$ cat src/core/psr_pkg.sv
package psr_pkg;

  localparam logic [4:0]  REG_XOVER_CTRL   = 5'h10;
  localparam logic [4:0]  REG_LINK_STATUS  = 5'h11;
  localparam logic [4:0]  REG_IRQ_ENABLE   = 5'h12;
  localparam logic [4:0]  REG_IRQ_STATUS   = 5'h13;

  localparam int unsigned ST_RATE_LO       = 14;
  localparam int unsigned ST_DUPLEX        = 13;
  localparam int unsigned ST_PAGE          = 12;
  localparam int unsigned ST_RESOLVED      = 11;
  localparam int unsigned ST_LINK          = 10;
  localparam int unsigned ST_XOVER         = 6;
  localparam int unsigned ST_DOWNGRADE     = 5;
  localparam int unsigned ST_TX_PAUSE      = 3;
  localparam int unsigned ST_RX_PAUSE      = 2;
  localparam int unsigned ST_POLARITY      = 1;
  localparam int unsigned ST_JABBER        = 0;

  localparam int unsigned IRQ_NEG_FAULT    = 15;
  localparam int unsigned IRQ_RATE         = 14;
  localparam int unsigned IRQ_DUPLEX       = 13;
  localparam int unsigned IRQ_PAGE         = 12;
  localparam int unsigned IRQ_LINK_FAIL    = 11;
  localparam int unsigned IRQ_LINK_UP      = 10;
  localparam int unsigned IRQ_WAKE         = 6;
  localparam int unsigned IRQ_DOWNGRADE    = 5;
  localparam int unsigned IRQ_POLARITY     = 1;
  localparam int unsigned IRQ_JABBER       = 0;

  localparam logic [15:0] IRQ_ENABLE_MASK  = 16'hFC63;
  localparam logic [15:0] IRQ_ENABLE_RST   = 16'h0000;
  localparam logic [15:0] IRQ_STATUS_RST   = 16'h0000;

  localparam int unsigned XOVER_FIELD_LO   = 5;
  localparam logic [1:0]  XOVER_AUTO       = 2'h3;
  localparam logic [1:0]  XOVER_RESERVED   = 2'h2;
  localparam logic [1:0]  XOVER_CROSSED    = 2'h1;
  localparam logic [1:0]  XOVER_STRAIGHT   = 2'h0;
  localparam logic [1:0]  XOVER_RST        = 2'h3;

  localparam logic [5:0]  MDIO_PREAMBLE    = 6'h20;
  localparam logic [5:0]  MDIO_OP_LAST     = 6'h01;
  localparam logic [5:0]  MDIO_ADDR_LAST   = 6'h04;
  localparam logic [5:0]  MDIO_TA_LAST     = 6'h01;
  localparam logic [5:0]  MDIO_DATA_LAST   = 6'h0F;
  localparam logic [1:0]  MDIO_OP_READ     = 2'h2;
  localparam logic [1:0]  MDIO_OP_WRITE    = 2'h1;

  typedef enum logic [2:0] {
    MS_IDLE  = 3'h0,
    MS_START = 3'h1,
    MS_OP    = 3'h3,
    MS_PHYAD = 3'h2,
    MS_REGAD = 3'h6,
    MS_TA    = 3'h7,
    MS_DATA  = 3'h5
  } psr_mdio_state_t;

endpackage

$ cat src/core/psr_evt_if.sv
`timescale 1ns/100ps
`default_nettype none
interface psr_evt_if #(
  parameter int unsigned W = 16
);
  logic [W-1:0] evt;
  logic [W-1:0] clr;
  logic [W-1:0] sticky;

  modport latch (input evt, input clr, output sticky);
  modport owner (output evt, output clr, input sticky);
endinterface
`default_nettype wire

$ cat src/core/psr_evt_latch.sv
`timescale 1ns/100ps
`default_nettype none
module psr_evt_latch #(
  parameter int unsigned W = 16
) (
  input  wire logic clk_sys_i,
  input  wire logic rst_n_i,
  psr_evt_if.latch  ev_if
);

  logic [W-1:0] sticky_r;

  assign ev_if.sticky = sticky_r;

  // One sticky flag per source, set wins over clear
  genvar gi;
  generate
    for (gi = 0; gi < W; gi++) begin : g_bit
      always_ff @(posedge clk_sys_i or negedge rst_n_i) begin
        if (!rst_n_i) begin
          sticky_r[gi] <= 1'b0;
        end else if (ev_if.evt[gi]) begin
          sticky_r[gi] <= 1'b1;
        end else if (ev_if.clr[gi]) begin
          sticky_r[gi] <= 1'b0;
        end
      end
    end
  endgenerate

endmodule
`default_nettype wire

$ cat src/core/psr_phy_regs.sv
`timescale 1ns/100ps
`default_nettype none
module psr_phy_regs #(
  parameter logic [4:0] PHY_ADDR = 5'h00
) (
  input  wire logic       clk_sys_i,
  input  wire logic       rst_n_i,
  input  wire logic       sw_reset_i,
  input  wire logic       mdc_i,
  input  wire logic       mdio_i,
  output logic            mdio_o,
  output logic            mdio_oe_n_o,
  input  wire logic [1:0] resolved_rate_i,
  input  wire logic       full_duplex_i,
  input  wire logic       link_up_i,
  input  wire logic       aneg_enable_i,
  input  wire logic       aneg_done_i,
  input  wire logic       forced_mode_i,
  input  wire logic       auto_crossed_i,
  input  wire logic       tx_pause_res_i,
  input  wire logic       rx_pause_res_i,
  input  wire logic       rate_downgrade_i,
  input  wire logic       pair_sign_rev_i,
  input  wire logic       overlong_tx_i,
  input  wire logic       page_rx_i,
  input  wire logic       negotiation_fault_i,
  input  wire logic       wake_event_i,
  output logic [1:0]      pair_swap_mode_o,
  output logic            irq_n_o
);

  // Management frame state
  psr_pkg::psr_mdio_state_t state_r;
  psr_pkg::psr_mdio_state_t state_nxt;
  logic        mdc_q_r;
  logic [5:0]  cnt_r;
  logic [1:0]  op_r;
  logic [4:0]  phyad_r;
  logic [4:0]  regad_r;
  logic [15:0] shift_r;
  logic        rd_act_r;
  logic        wr_act_r;

  // Register state
  logic [15:0] irq_enable_r;
  logic [1:0]  pair_swap_cfg_r;
  logic [1:0]  pair_swap_mode_r;
  logic        page_seen_r;
  logic        mdio_r;
  logic        mdio_oe_n_r;
  logic        irq_n_r;

  // Previous status for change detection
  logic [1:0]  rate_q_r;
  logic        duplex_q_r;
  logic        link_q_r;
  logic        downgrade_q_r;
  logic        polarity_q_r;
  logic        jabber_q_r;

  psr_evt_if #(.W(16)) irq_if ();

  psr_evt_latch #(
    .W (16)
  ) u_irq_status (
    .clk_sys_i (clk_sys_i),
    .rst_n_i   (rst_n_i),
    .ev_if     (irq_if.latch)
  );

  // Edge of the management clock
  wire mdc_rise = mdc_i & ~mdc_q_r;
  wire bit_in   = mdio_i;

  // Address seen at the last register address bit
  wire [4:0] regad_full = {regad_r[3:0], bit_in};
  wire       phy_match  = (phyad_r == PHY_ADDR);
  wire       last_regad = mdc_rise && (state_r == psr_pkg::MS_REGAD)
                          && (cnt_r == psr_pkg::MDIO_ADDR_LAST);
  wire       rd_take    = last_regad && phy_match && (op_r == psr_pkg::MDIO_OP_READ);
  wire       wr_frame   = last_regad && phy_match && (op_r == psr_pkg::MDIO_OP_WRITE);
  wire       data_last  = mdc_rise && (state_r == psr_pkg::MS_DATA)
                          && (cnt_r == psr_pkg::MDIO_DATA_LAST);
  wire       wr_commit  = data_last && wr_act_r;
  wire [15:0] wr_data   = {shift_r[14:0], bit_in};

  wire rd_status  = rd_take && (regad_full == psr_pkg::REG_LINK_STATUS);
  wire rd_irq_st  = rd_take && (regad_full == psr_pkg::REG_IRQ_STATUS);
  wire wr_irq_en  = wr_commit && (regad_r == psr_pkg::REG_IRQ_ENABLE);
  wire wr_xover   = wr_commit && (regad_r == psr_pkg::REG_XOVER_CTRL);

  // Resolution and crossover report
  wire resolved   = ~aneg_enable_i | aneg_done_i;
  wire mode_auto  = (pair_swap_mode_r == psr_pkg::XOVER_AUTO)
                    || (pair_swap_mode_r == psr_pkg::XOVER_RESERVED);
  wire crossed    = mode_auto ? auto_crossed_i
                    : (pair_swap_mode_r == psr_pkg::XOVER_CROSSED);
  wire xover_bit  = resolved & crossed;
  wire tx_pause   = ~forced_mode_i & resolved & tx_pause_res_i;
  wire rx_pause   = ~forced_mode_i & resolved & rx_pause_res_i;

  // Status word, reserved bits zero
  logic [15:0] status_word;
  always_comb begin
    status_word                                          = 16'h0000;
    status_word[psr_pkg::ST_RATE_LO+1:psr_pkg::ST_RATE_LO] = resolved_rate_i;
    status_word[psr_pkg::ST_DUPLEX]                      = full_duplex_i;
    status_word[psr_pkg::ST_PAGE]                        = page_seen_r;
    status_word[psr_pkg::ST_RESOLVED]                    = resolved;
    status_word[psr_pkg::ST_LINK]                        = link_up_i;
    status_word[psr_pkg::ST_XOVER]                       = xover_bit;
    status_word[psr_pkg::ST_DOWNGRADE]                   = rate_downgrade_i;
    status_word[psr_pkg::ST_TX_PAUSE]                    = tx_pause;
    status_word[psr_pkg::ST_RX_PAUSE]                    = rx_pause;
    status_word[psr_pkg::ST_POLARITY]                    = pair_sign_rev_i;
    status_word[psr_pkg::ST_JABBER]                      = overlong_tx_i;
  end

  wire [15:0] xover_word = {9'h000, pair_swap_cfg_r, 5'h00};

  // Read data select
  wire [15:0] rd_word =
      (regad_full == psr_pkg::REG_LINK_STATUS) ? status_word :
      (regad_full == psr_pkg::REG_IRQ_ENABLE)  ? irq_enable_r :
      (regad_full == psr_pkg::REG_IRQ_STATUS)  ? irq_if.sticky :
      (regad_full == psr_pkg::REG_XOVER_CTRL)  ? xover_word : 16'h0000;

  // Event sources
  logic [15:0] evt_vec;
  always_comb begin
    evt_vec                          = 16'h0000;
    evt_vec[psr_pkg::IRQ_NEG_FAULT]  = negotiation_fault_i;
    evt_vec[psr_pkg::IRQ_RATE]       = (resolved_rate_i != rate_q_r);
    evt_vec[psr_pkg::IRQ_DUPLEX]     = full_duplex_i ^ duplex_q_r;
    evt_vec[psr_pkg::IRQ_PAGE]       = page_rx_i;
    evt_vec[psr_pkg::IRQ_LINK_FAIL]  = link_q_r & ~link_up_i;
    evt_vec[psr_pkg::IRQ_LINK_UP]    = ~link_q_r & link_up_i;
    evt_vec[psr_pkg::IRQ_WAKE]       = wake_event_i;
    evt_vec[psr_pkg::IRQ_DOWNGRADE]  = rate_downgrade_i & ~downgrade_q_r;
    evt_vec[psr_pkg::IRQ_POLARITY]   = pair_sign_rev_i ^ polarity_q_r;
    evt_vec[psr_pkg::IRQ_JABBER]     = overlong_tx_i & ~jabber_q_r;
  end

  assign irq_if.evt = evt_vec;
  assign irq_if.clr = (rd_irq_st || sw_reset_i) ? 16'hFFFF : 16'h0000;

  // Gated interrupt request
  wire irq_any = |(irq_if.sticky & irq_enable_r);

  // Frame sequencing
  always_comb begin
    state_nxt = state_r;
    if (mdc_rise) begin
      case (state_r)
        psr_pkg::MS_IDLE: begin
          if (!bit_in && cnt_r == psr_pkg::MDIO_PREAMBLE) begin
            state_nxt = psr_pkg::MS_START;
          end
        end
        psr_pkg::MS_START: begin
          state_nxt = bit_in ? psr_pkg::MS_OP : psr_pkg::MS_IDLE;
        end
        psr_pkg::MS_OP: begin
          if (cnt_r == psr_pkg::MDIO_OP_LAST) begin
            state_nxt = psr_pkg::MS_PHYAD;
          end
        end
        psr_pkg::MS_PHYAD: begin
          if (cnt_r == psr_pkg::MDIO_ADDR_LAST) begin
            state_nxt = psr_pkg::MS_REGAD;
          end
        end
        psr_pkg::MS_REGAD: begin
          if (cnt_r == psr_pkg::MDIO_ADDR_LAST) begin
            state_nxt = psr_pkg::MS_TA;
          end
        end
        psr_pkg::MS_TA: begin
          if (cnt_r == psr_pkg::MDIO_TA_LAST) begin
            state_nxt = psr_pkg::MS_DATA;
          end
        end
        psr_pkg::MS_DATA: begin
          if (cnt_r == psr_pkg::MDIO_DATA_LAST) begin
            state_nxt = psr_pkg::MS_IDLE;
          end
        end
        default: begin
          state_nxt = psr_pkg::MS_IDLE;
        end
      endcase
    end
  end

  wire field_end = (state_nxt != state_r);
  wire [5:0] cnt_nxt =
      (state_r == psr_pkg::MS_IDLE) ?
        (!bit_in ? 6'h00 : (cnt_r == psr_pkg::MDIO_PREAMBLE) ? cnt_r : cnt_r + 6'h01) :
      field_end ? 6'h00 : cnt_r + 6'h01;

  always_ff @(posedge clk_sys_i or negedge rst_n_i) begin
    if (!rst_n_i) begin
      state_r <= psr_pkg::MS_IDLE;
      cnt_r   <= 6'h00;
      mdc_q_r <= 1'b0;
    end else begin
      mdc_q_r <= mdc_i;
      state_r <= state_nxt;
      if (mdc_rise) begin
        cnt_r <= cnt_nxt;
      end
    end
  end

  // Field capture
  always_ff @(posedge clk_sys_i or negedge rst_n_i) begin
    if (!rst_n_i) begin
      op_r    <= 2'h0;
      phyad_r <= 5'h00;
      regad_r <= 5'h00;
    end else if (mdc_rise) begin
      if (state_r == psr_pkg::MS_OP) begin
        op_r <= {op_r[0], bit_in};
      end
      if (state_r == psr_pkg::MS_PHYAD) begin
        phyad_r <= {phyad_r[3:0], bit_in};
      end
      if (state_r == psr_pkg::MS_REGAD) begin
        regad_r <= regad_full;
      end
    end
  end

  // Data shift and pin drive
  always_ff @(posedge clk_sys_i or negedge rst_n_i) begin
    if (!rst_n_i) begin
      shift_r     <= 16'h0000;
      rd_act_r    <= 1'b0;
      wr_act_r    <= 1'b0;
      mdio_r      <= 1'b1;
      mdio_oe_n_r <= 1'b1;
    end else if (mdc_rise) begin
      if (last_regad) begin
        rd_act_r <= rd_take;
        wr_act_r <= wr_frame;
        shift_r  <= rd_take ? rd_word : 16'h0000;
      end else if (state_r == psr_pkg::MS_TA) begin
        if (rd_act_r && cnt_r == 6'h00) begin
          mdio_r      <= 1'b0;
          mdio_oe_n_r <= 1'b0;
        end else if (rd_act_r) begin
          mdio_r  <= shift_r[15];
          shift_r <= {shift_r[14:0], 1'b0};
        end
      end else if (state_r == psr_pkg::MS_DATA) begin
        if (rd_act_r && !data_last) begin
          mdio_r  <= shift_r[15];
          shift_r <= {shift_r[14:0], 1'b0};
        end else if (wr_act_r) begin
          shift_r <= wr_data;
        end
        if (data_last) begin
          mdio_oe_n_r <= 1'b1;
          mdio_r      <= 1'b1;
          rd_act_r    <= 1'b0;
          wr_act_r    <= 1'b0;
        end
      end else if (state_r == psr_pkg::MS_IDLE) begin
        mdio_oe_n_r <= 1'b1;
        rd_act_r    <= 1'b0;
        wr_act_r    <= 1'b0;
      end
    end
  end

  // Writable registers
  always_ff @(posedge clk_sys_i or negedge rst_n_i) begin
    if (!rst_n_i) begin
      irq_enable_r     <= psr_pkg::IRQ_ENABLE_RST;
      pair_swap_cfg_r  <= psr_pkg::XOVER_RST;
      pair_swap_mode_r <= psr_pkg::XOVER_RST;
    end else begin
      if (sw_reset_i) begin
        irq_enable_r     <= psr_pkg::IRQ_ENABLE_RST;
        pair_swap_mode_r <= pair_swap_cfg_r;
      end else if (wr_irq_en) begin
        irq_enable_r <= wr_data & psr_pkg::IRQ_ENABLE_MASK;
      end
      if (wr_xover) begin
        pair_swap_cfg_r <= wr_data[psr_pkg::XOVER_FIELD_LO+1:psr_pkg::XOVER_FIELD_LO];
      end
    end
  end

  // Page arrival latch, clear on status read
  always_ff @(posedge clk_sys_i or negedge rst_n_i) begin
    if (!rst_n_i) begin
      page_seen_r <= 1'b0;
    end else if (page_rx_i) begin
      page_seen_r <= 1'b1;
    end else if (rd_status || sw_reset_i) begin
      page_seen_r <= 1'b0;
    end
  end

  // Change detection history
  always_ff @(posedge clk_sys_i or negedge rst_n_i) begin
    if (!rst_n_i) begin
      rate_q_r      <= 2'h0;
      duplex_q_r    <= 1'b0;
      link_q_r      <= 1'b0;
      downgrade_q_r <= 1'b0;
      polarity_q_r  <= 1'b0;
      jabber_q_r    <= 1'b0;
    end else begin
      rate_q_r      <= resolved_rate_i;
      duplex_q_r    <= full_duplex_i;
      link_q_r      <= link_up_i;
      downgrade_q_r <= rate_downgrade_i;
      polarity_q_r  <= pair_sign_rev_i;
      jabber_q_r    <= overlong_tx_i;
    end
  end

  // Registered interrupt output
  always_ff @(posedge clk_sys_i or negedge rst_n_i) begin
    if (!rst_n_i) begin
      irq_n_r <= 1'b1;
    end else begin
      irq_n_r <= ~irq_any;
    end
  end

  assign mdio_o           = mdio_r;
  assign mdio_oe_n_o      = mdio_oe_n_r;
  assign irq_n_o          = irq_n_r;
  assign pair_swap_mode_o = pair_swap_mode_r;

endmodule
`default_nettype wire

$ cat config.mk
export PLATFORM = sky130hd
export DESIGN_NAME = psr_phy_regs
export DESIGN_NICKNAME = d
export VERILOG_FILES = /design/src/core/psr_pkg.sv /design/src/core/psr_evt_if.sv /design/src/core/psr_evt_latch.sv /design/src/core/psr_phy_regs.sv
export SDC_FILE = /design/constraint.sdc
export NUM_CORES = 1
export LEC_CHECK = 0
export ABC_AREA = 1
export BUFFER_PORTS_ARGS = -buffer_cell sky130_fd_sc_hd__buf_2
export CAP_MARGIN = 20
export CORE_ASPECT_RATIO = 0.75
export CORE_UTILIZATION = 50
export DETAILED_ROUTE_END_ITERATION = 10
export GPL_TIMING_DRIVEN = 0
export PLACE_DENSITY = 0.68
export SLEW_MARGIN = 5
export SYNTH_ARGS = -nofsm -noshare
export SYNTH_HDL_FRONTEND = slang
export SYNTH_SLANG_ARGS = --single-unit
$ cat constraint.sdc
create_clock -name clk_sys_i -period 2.4 [get_ports clk_sys_i]
set_clock_uncertainty 0.2 [all_clocks]
set_input_delay 0.12 -clock clk_sys_i [delete_from_list [all_inputs] [get_ports clk_sys_i]]
set_output_delay 0.12 -clock clk_sys_i [all_outputs]
set_load 0.01 [all_outputs]
Yosys cells after proc, flatten, opt, wreduce, memory -nomap -nowiden
Cells that the tools add are included.

Bits in registers: 81. Input bits: 21. Output and inout bits: 5. Word-level logic and storage cells: 204.

Add/sub/neg operators: 1. Equal/unequal tests: 31. Mux-type cells: 68. Bitwise operators: 22. Reductions and logical operators: 50.

Operators with widths (number): $mux W16 (14); $mux W1 (40); $eq A5 B5 Y1 const B (6); $reduce_bool A2 Y1 (13); $mux W6 (4); $mux W3 (7); $pmux W3 S7 (1); $and A16 B16 Y16 (1); $reduce_or A16 Y1 (1); $logic_and A1 B1 Y1 (15); $ne A3 B3 Y1 const B (5); $reduce_and A5 Y1 (3); $reduce_bool A3 Y1 (4); $and A1 B1 Y1 (9); $eq A3 B3 Y1 const B (3); $not A1 Y1 (9); $reduce_and A2 Y1 (4); $mux W7 (1); $add A6 B1 Y6 const B (1); $eq A2 B2 Y1 const B (3); $eq A3 B2 Y1 const B (2); $eq A6 B1 Y1 const B (1); $eq A6 B3 Y1 const B (1); $eq A6 B4 Y1 const B (1); other kinds (18) (23).

Longest topological paths before layout
Depth in word-level cells: 11. Depth in mapped cells: 15. Gate-level depth less buffers: 15.

Hierarchy
A second synthesis with hierarchy kept.

Cells, all modules: 542. Area, all modules: 4315.4 µm².

Modules (own cells, without submodules): psr_phy_regs (instances 1, cells an instance 462, area an instance 3674.8 µm², sequential area each 1635.3 µm²); psr_evt_latch (instances 1, cells an instance 80, area an instance 640.6 µm², sequential area each 400.4 µm²).

Worst setup path before layout
OpenSTA, ideal clock, no wires.

Path type: flip-flop to flip-flop. From: reg cnt_r[0]. To: reg shift_r[11]. Library setup time: 0.127 ns. Data arrival time: 1.618 ns. Required time: 2.073 ns. Setup slack: 0.455 ns. Cell stages (with the launch flop): 11. Buffers on the path: 1. Period minus slack after synthesis: 1.945 ns. Path through: dfrtp_1 > inv_1 > ha_1 > nand2_1 > nor2_1 > nand2_1 > nor2_4 > inv_2 > clkbuf_1 > a22oi_1 > a21oi_1.

Cells in the longest elaborated chain, start to end: 8. Elaborated cells between the ends (all ways): 20. Classes of those cells: eq/ne: 4; mux: 5; reduce/logical: 11.

Ends and longest elaborated chain: start, declared (line psr_phy_regs.sv:36) `logic [5:0] cnt_r;`; start signal, assigned (line psr_phy_regs.sv:210) `cnt_r <= cnt_nxt;`; $eq A6 B4 Y1 (line psr_phy_regs.sv:83) `&& (cnt_r == psr_pkg::MDIO_DATA_LAST);`; $logic_and A1 B1 Y1 (line psr_phy_regs.sv:83); $logic_not A1 Y1 (line psr_phy_regs.sv:256) `if (rd_act_r && !data_last) begin`; $logic_and A1 B1 Y1 (line psr_phy_regs.sv:256); $mux W16 (line psr_phy_regs.sv:256); $mux W16 (line psr_phy_regs.sv:255) `end else if (state_r == psr_pkg::MS_DATA) begin`; $mux W16 (line psr_phy_regs.sv:247) `end else if (state_r == psr_pkg::MS_TA) begin`; $mux W16 (line psr_phy_regs.sv:243) `if (last_regad) begin`; end signal, assigned (line psr_phy_regs.sv:246) `shift_r <= rd_take ? rd_word : 16'h0000;`; end signal, assigned (line psr_phy_regs.sv:258) `shift_r <= {shift_r[14:0], 1'b0};`; end signal, assigned (line psr_phy_regs.sv:260) `shift_r <= wr_data;`; end, declared (line psr_phy_regs.sv:40) `logic [15:0] shift_r;`.

Parallel ways exist; a longest one is shown, timed or not. The select of a mux whose other input is x is not followed. A chain may end at the register's enable or synchronous reset.

Final worst setup path
From: reg cnt_r[0]. To: reg u_irq_status.sticky_r[14] (netlist: u_irq_status.ev_if.sticky[14]).

Cells in the longest elaborated chain, start to end: 8.

Ends and longest elaborated chain: $eq A6 B3 Y1 (line psr_phy_regs.sv:79) `&& (cnt_r == psr_pkg::MDIO_ADDR_LAST);`; $logic_and A1 B1 Y1 (line psr_phy_regs.sv:79); $logic_and A1 B1 Y1 (2 in a row) (line psr_phy_regs.sv:80) `wire rd_take = last_regad && phy_match && (op_r == psr_pkg::MDIO_OP_READ);`; $logic_and A1 B1 Y1 (line psr_phy_regs.sv:88) `wire rd_irq_st = rd_take && (regad_full == psr_pkg::REG_IRQ_STATUS);`; $logic_or A1 B1 Y1 (line psr_phy_regs.sv:145) `assign irq_if.clr = (rd_irq_st || sw_reset_i) ? 16'hFFFF : 16'h0000;`; $mux W16 (line psr_phy_regs.sv:145); $reduce_bool A2 Y1 (no line); end signal, assigned by index (line psr_evt_latch.sv:21) `sticky_r[gi] <= 1'b0;`; end signal, assigned by index (line psr_evt_latch.sv:23) `sticky_r[gi] <= 1'b1;`; end signal, assigned by index (line psr_evt_latch.sv:25) `sticky_r[gi] <= 1'b0;`; end, declared (line psr_evt_latch.sv:11) `logic [W-1:0] sticky_r;`.

No other way between the ends.

==> reports/qor.yml <==
pwr:
  vdd_ir_drop_max_mv: 0.444
  leakagePower_nw: 2.06
  power_mw: 3.54
  power_density_nw_per_um2: 800
timing:
  fmax_ghz: 0.443
  slew_viol_final: 0
  finalHoldViolations: 0
  tns_ps: 0
  worst_slew_pin_slew_ps: 645
  period_needed_ps: 2260
  finalSetupViolCount: 0
  fin_worst_hold_slack_ps: 15.5
  fin_ws_ps: 143
  fin_crit_sh_pct: 94.0
  slew_headroom_pct: 57.0
synth:
  synthDistinctLibCells: 38
  synth_most_common_cell: "nand2_1"
  synthTopCellsByCount: "nand2_1, dfrtp_1, inv_1"
  synth_top_area_share_pct: 46.3
  yosys_register_bits: 75
  syn-num-nets: 461
  synth_ff_type: "dfrtp_1"
  yosysTopAreaCell: "dfrtp_1"
  yosys_warnings: 0
  synth_area_leaders: "dfrtp_1, nand2_1, inv_1, o21ai_0, dfstp_2"
  yosysSeqAreaShare_pct: 51.3
  synth_edf_count: 0
  syn_inst: 437
  netlist_area_um2: 3680
  synth_area_per_cell_um2: 8.41
  async_flop_share_pct: 100
worst_setup_path:
  endpoint_kind: "register"
  arrival_ps: 2290
  worst-setup-path-type: "register to register"
  crit_required_ps: 2440
  crit_fanout: 9
  worst_setup_path_start_kind: "register"
floorplanning:
  dieHeight_um: 76.3
  core_um2: 6960
  start_util_pct: 52.8
  dieWidth_um: 101
  num_rows: 26
  ios: 26
  die-area_um2: 7710
detailed_routing:
  drt_iter0_markers: 237
  wl_met3_um: 593
  highest_layer: "met4"
  met1Wirelength_um: 4290
  postRouteAntennaNets: 0
  vias_per_cell: 5.44
  wirelength_um: 8790
  drc: 0
  drt-pass1-iter-count: 8
  vias: 3268
  wl_met2_um: 3810
  routedWlPerCell_um: 14.6
layout:
  n_fill_cell: 643
  layout-drive-gt1-share_pct: 16.9
  n_antenna_cell: 0
  finalNetCount: 522
  multi_input_area_um2: 1540
  seqCellArea_um2: 1890
  syn_to_final_growth_pct: 20.2
  fin_util_pct: 63.5
  final_cell_area_um2: 4420
  final_cells: 601
place:
  gp_congestion: 0.889
  dp_hpwl_um: 6010
  dpl_cell_area_um2: 3960
  dp_cells: 561
  place_ws_ps: -56.0
  io_buffers: 25
cts:
  cts.sinks: 75
  cts-root-buf: "clkbuf_8"
  htreeDepth: 3
  numCtsBuffers: 9
  clk_latency_ps: 360
  tritoncts: "done"
  clk_pin_slew_ps: 80
  clockBufferDepth: 2
hold_path:
  holdCritPathClass: "input port to async pin"
run:
  drv_cap: 0
grt:
  grt_pass1_wl_um: 14700
  grt_max_degree: 52
  grt_usage_pct: 24.9
  grt_overflow: 0
  antenna_found_initial: 0
  grt_pass1_vias: 3040
run_status:
  status: "completed"
[worst max-delay path, cell delays in order, from the launching register on]
cell      delay (ps)
dfrtp_2          450
inv_1             70
ha_1             180
nand2_1           80
nor2_1           110
nand2_1          130
nor2_4           220
nand4_4          230
o21ai_4          220
buf_4            170
o211ai_1          80
[registers in the layout, indices dropped and copies added (netlist names), 2 cells and up]
name                       count
shift_r                       16
irq_enable_r                  10
u_irq_status.ev_if.sticky     10
cnt_r                          6
phyad_r                        5
regad_r                        5
state_r                        3
op_r                           2
pair_swap_cfg_r                2
pair_swap_mode_o               2
rate_q_r                       2
[logic make-up after synthesis]
kind of cell,Yosys count,share of synthesized area (%)
buffers and inverters,78,8.20
XOR/XNOR,7,1.67
AO/OA/AOI/OAI,108,17.5
multiplexers,3,0.919
AND/OR/NAND/NOR,163,19.5
adder cells (fa/ha/maj),3,1.02
flip-flops,75,51.3
[what timing repair did]
action / 4_1_cts / 5_1_grt
buffers inserted: 2 / 5
hold buffers: 17 / 0
gates cloned: 0 / 0
setup endpoints to repair: 31 / 43
hold endpoints to repair: 100 / 0
resized for setup: 5 / 13
pin swaps: 1 / 3
[layout by cell type, fill, tap and decap left out, types with 2 or more instances in the layout]
master / n
nor2_4: 3
nand4_1: 7
o21ai_0: 41
o22ai_1: 28
clkbuf_8: 9
xor2_1: 3
nand3_1: 21
mux2_2: 3
nor4_2: 2
clkbuf_1: 3
buf_2: 27
or2_2: 2
o221ai_1: 2
nor3_1: 3
nor2_1: 36
nand2_2: 4
clkinv_2: 2
o21ai_1: 4
dfrtp_1: 67
inv_2: 2
o21bai_1: 2
ha_1: 3
buf_4: 9
o211ai_1: 6
a21oi_1: 15
nand2_1: 80
dlygate4sd3_1: 17
inv_1: 68
a22oi_1: 2
dfstp_2: 7
xnor2_1: 4
[where the power goes]
group / switching, mW / internal [mW]
clock: 0.476 / 0.482
combinational: 0.615 / 0.320
sequential: 0.160 / 1.48
total: 1.25 / 2.29
[layout make-up]
class / count / share of cell area [%]
timing repair buffer: 50 / 8.55
sequential: 75 / 42.7
clock inverter: 6 / 1.47
inverter: 70 / 5.94
multi-input combinational: 284 / 34.7
buffer: 8 / 0.962
clock buffer: 10 / 2.89
tap: 98 / 2.77
[metal layers]
layer | vias to the layer above | track usage, %
li1 | 1580 | -
met1 | 1559 | 37.2
met2 | 118 | 35.8
met3 | 11 | 7.16
met4 | 0 | 5.80
met5 | - | 0
[worst paths after layout]
path                                      startpoint                                        end  slack (ps)  cells past startpoint
worst max-delay path            cnt_r[0]$_DFFE_PN0P_  u_irq_status.ev_if.sticky[14]$_DFFE_PN0P_         140                     10
worst min-delay path                         rst_n_i                          mdc_q_r$_DFF_PN0_          20                      2
worst max register to register  cnt_r[0]$_DFFE_PN0P_  u_irq_status.ev_if.sticky[14]$_DFFE_PN0P_         140                     10
worst min register to register  jabber_q_r$_DFF_PN0_   u_irq_status.ev_if.sticky[0]$_DFFE_PN0P_         250                      1
max in group asynchronous                    rst_n_i                         mdio_o$_DFFE_PN1P_        1370                      3
min in group clk_sys_i                   aneg_done_i                    shift_r[11]$_DFFE_PN0P_          80                      5
(Power assumes the default switching activity.)
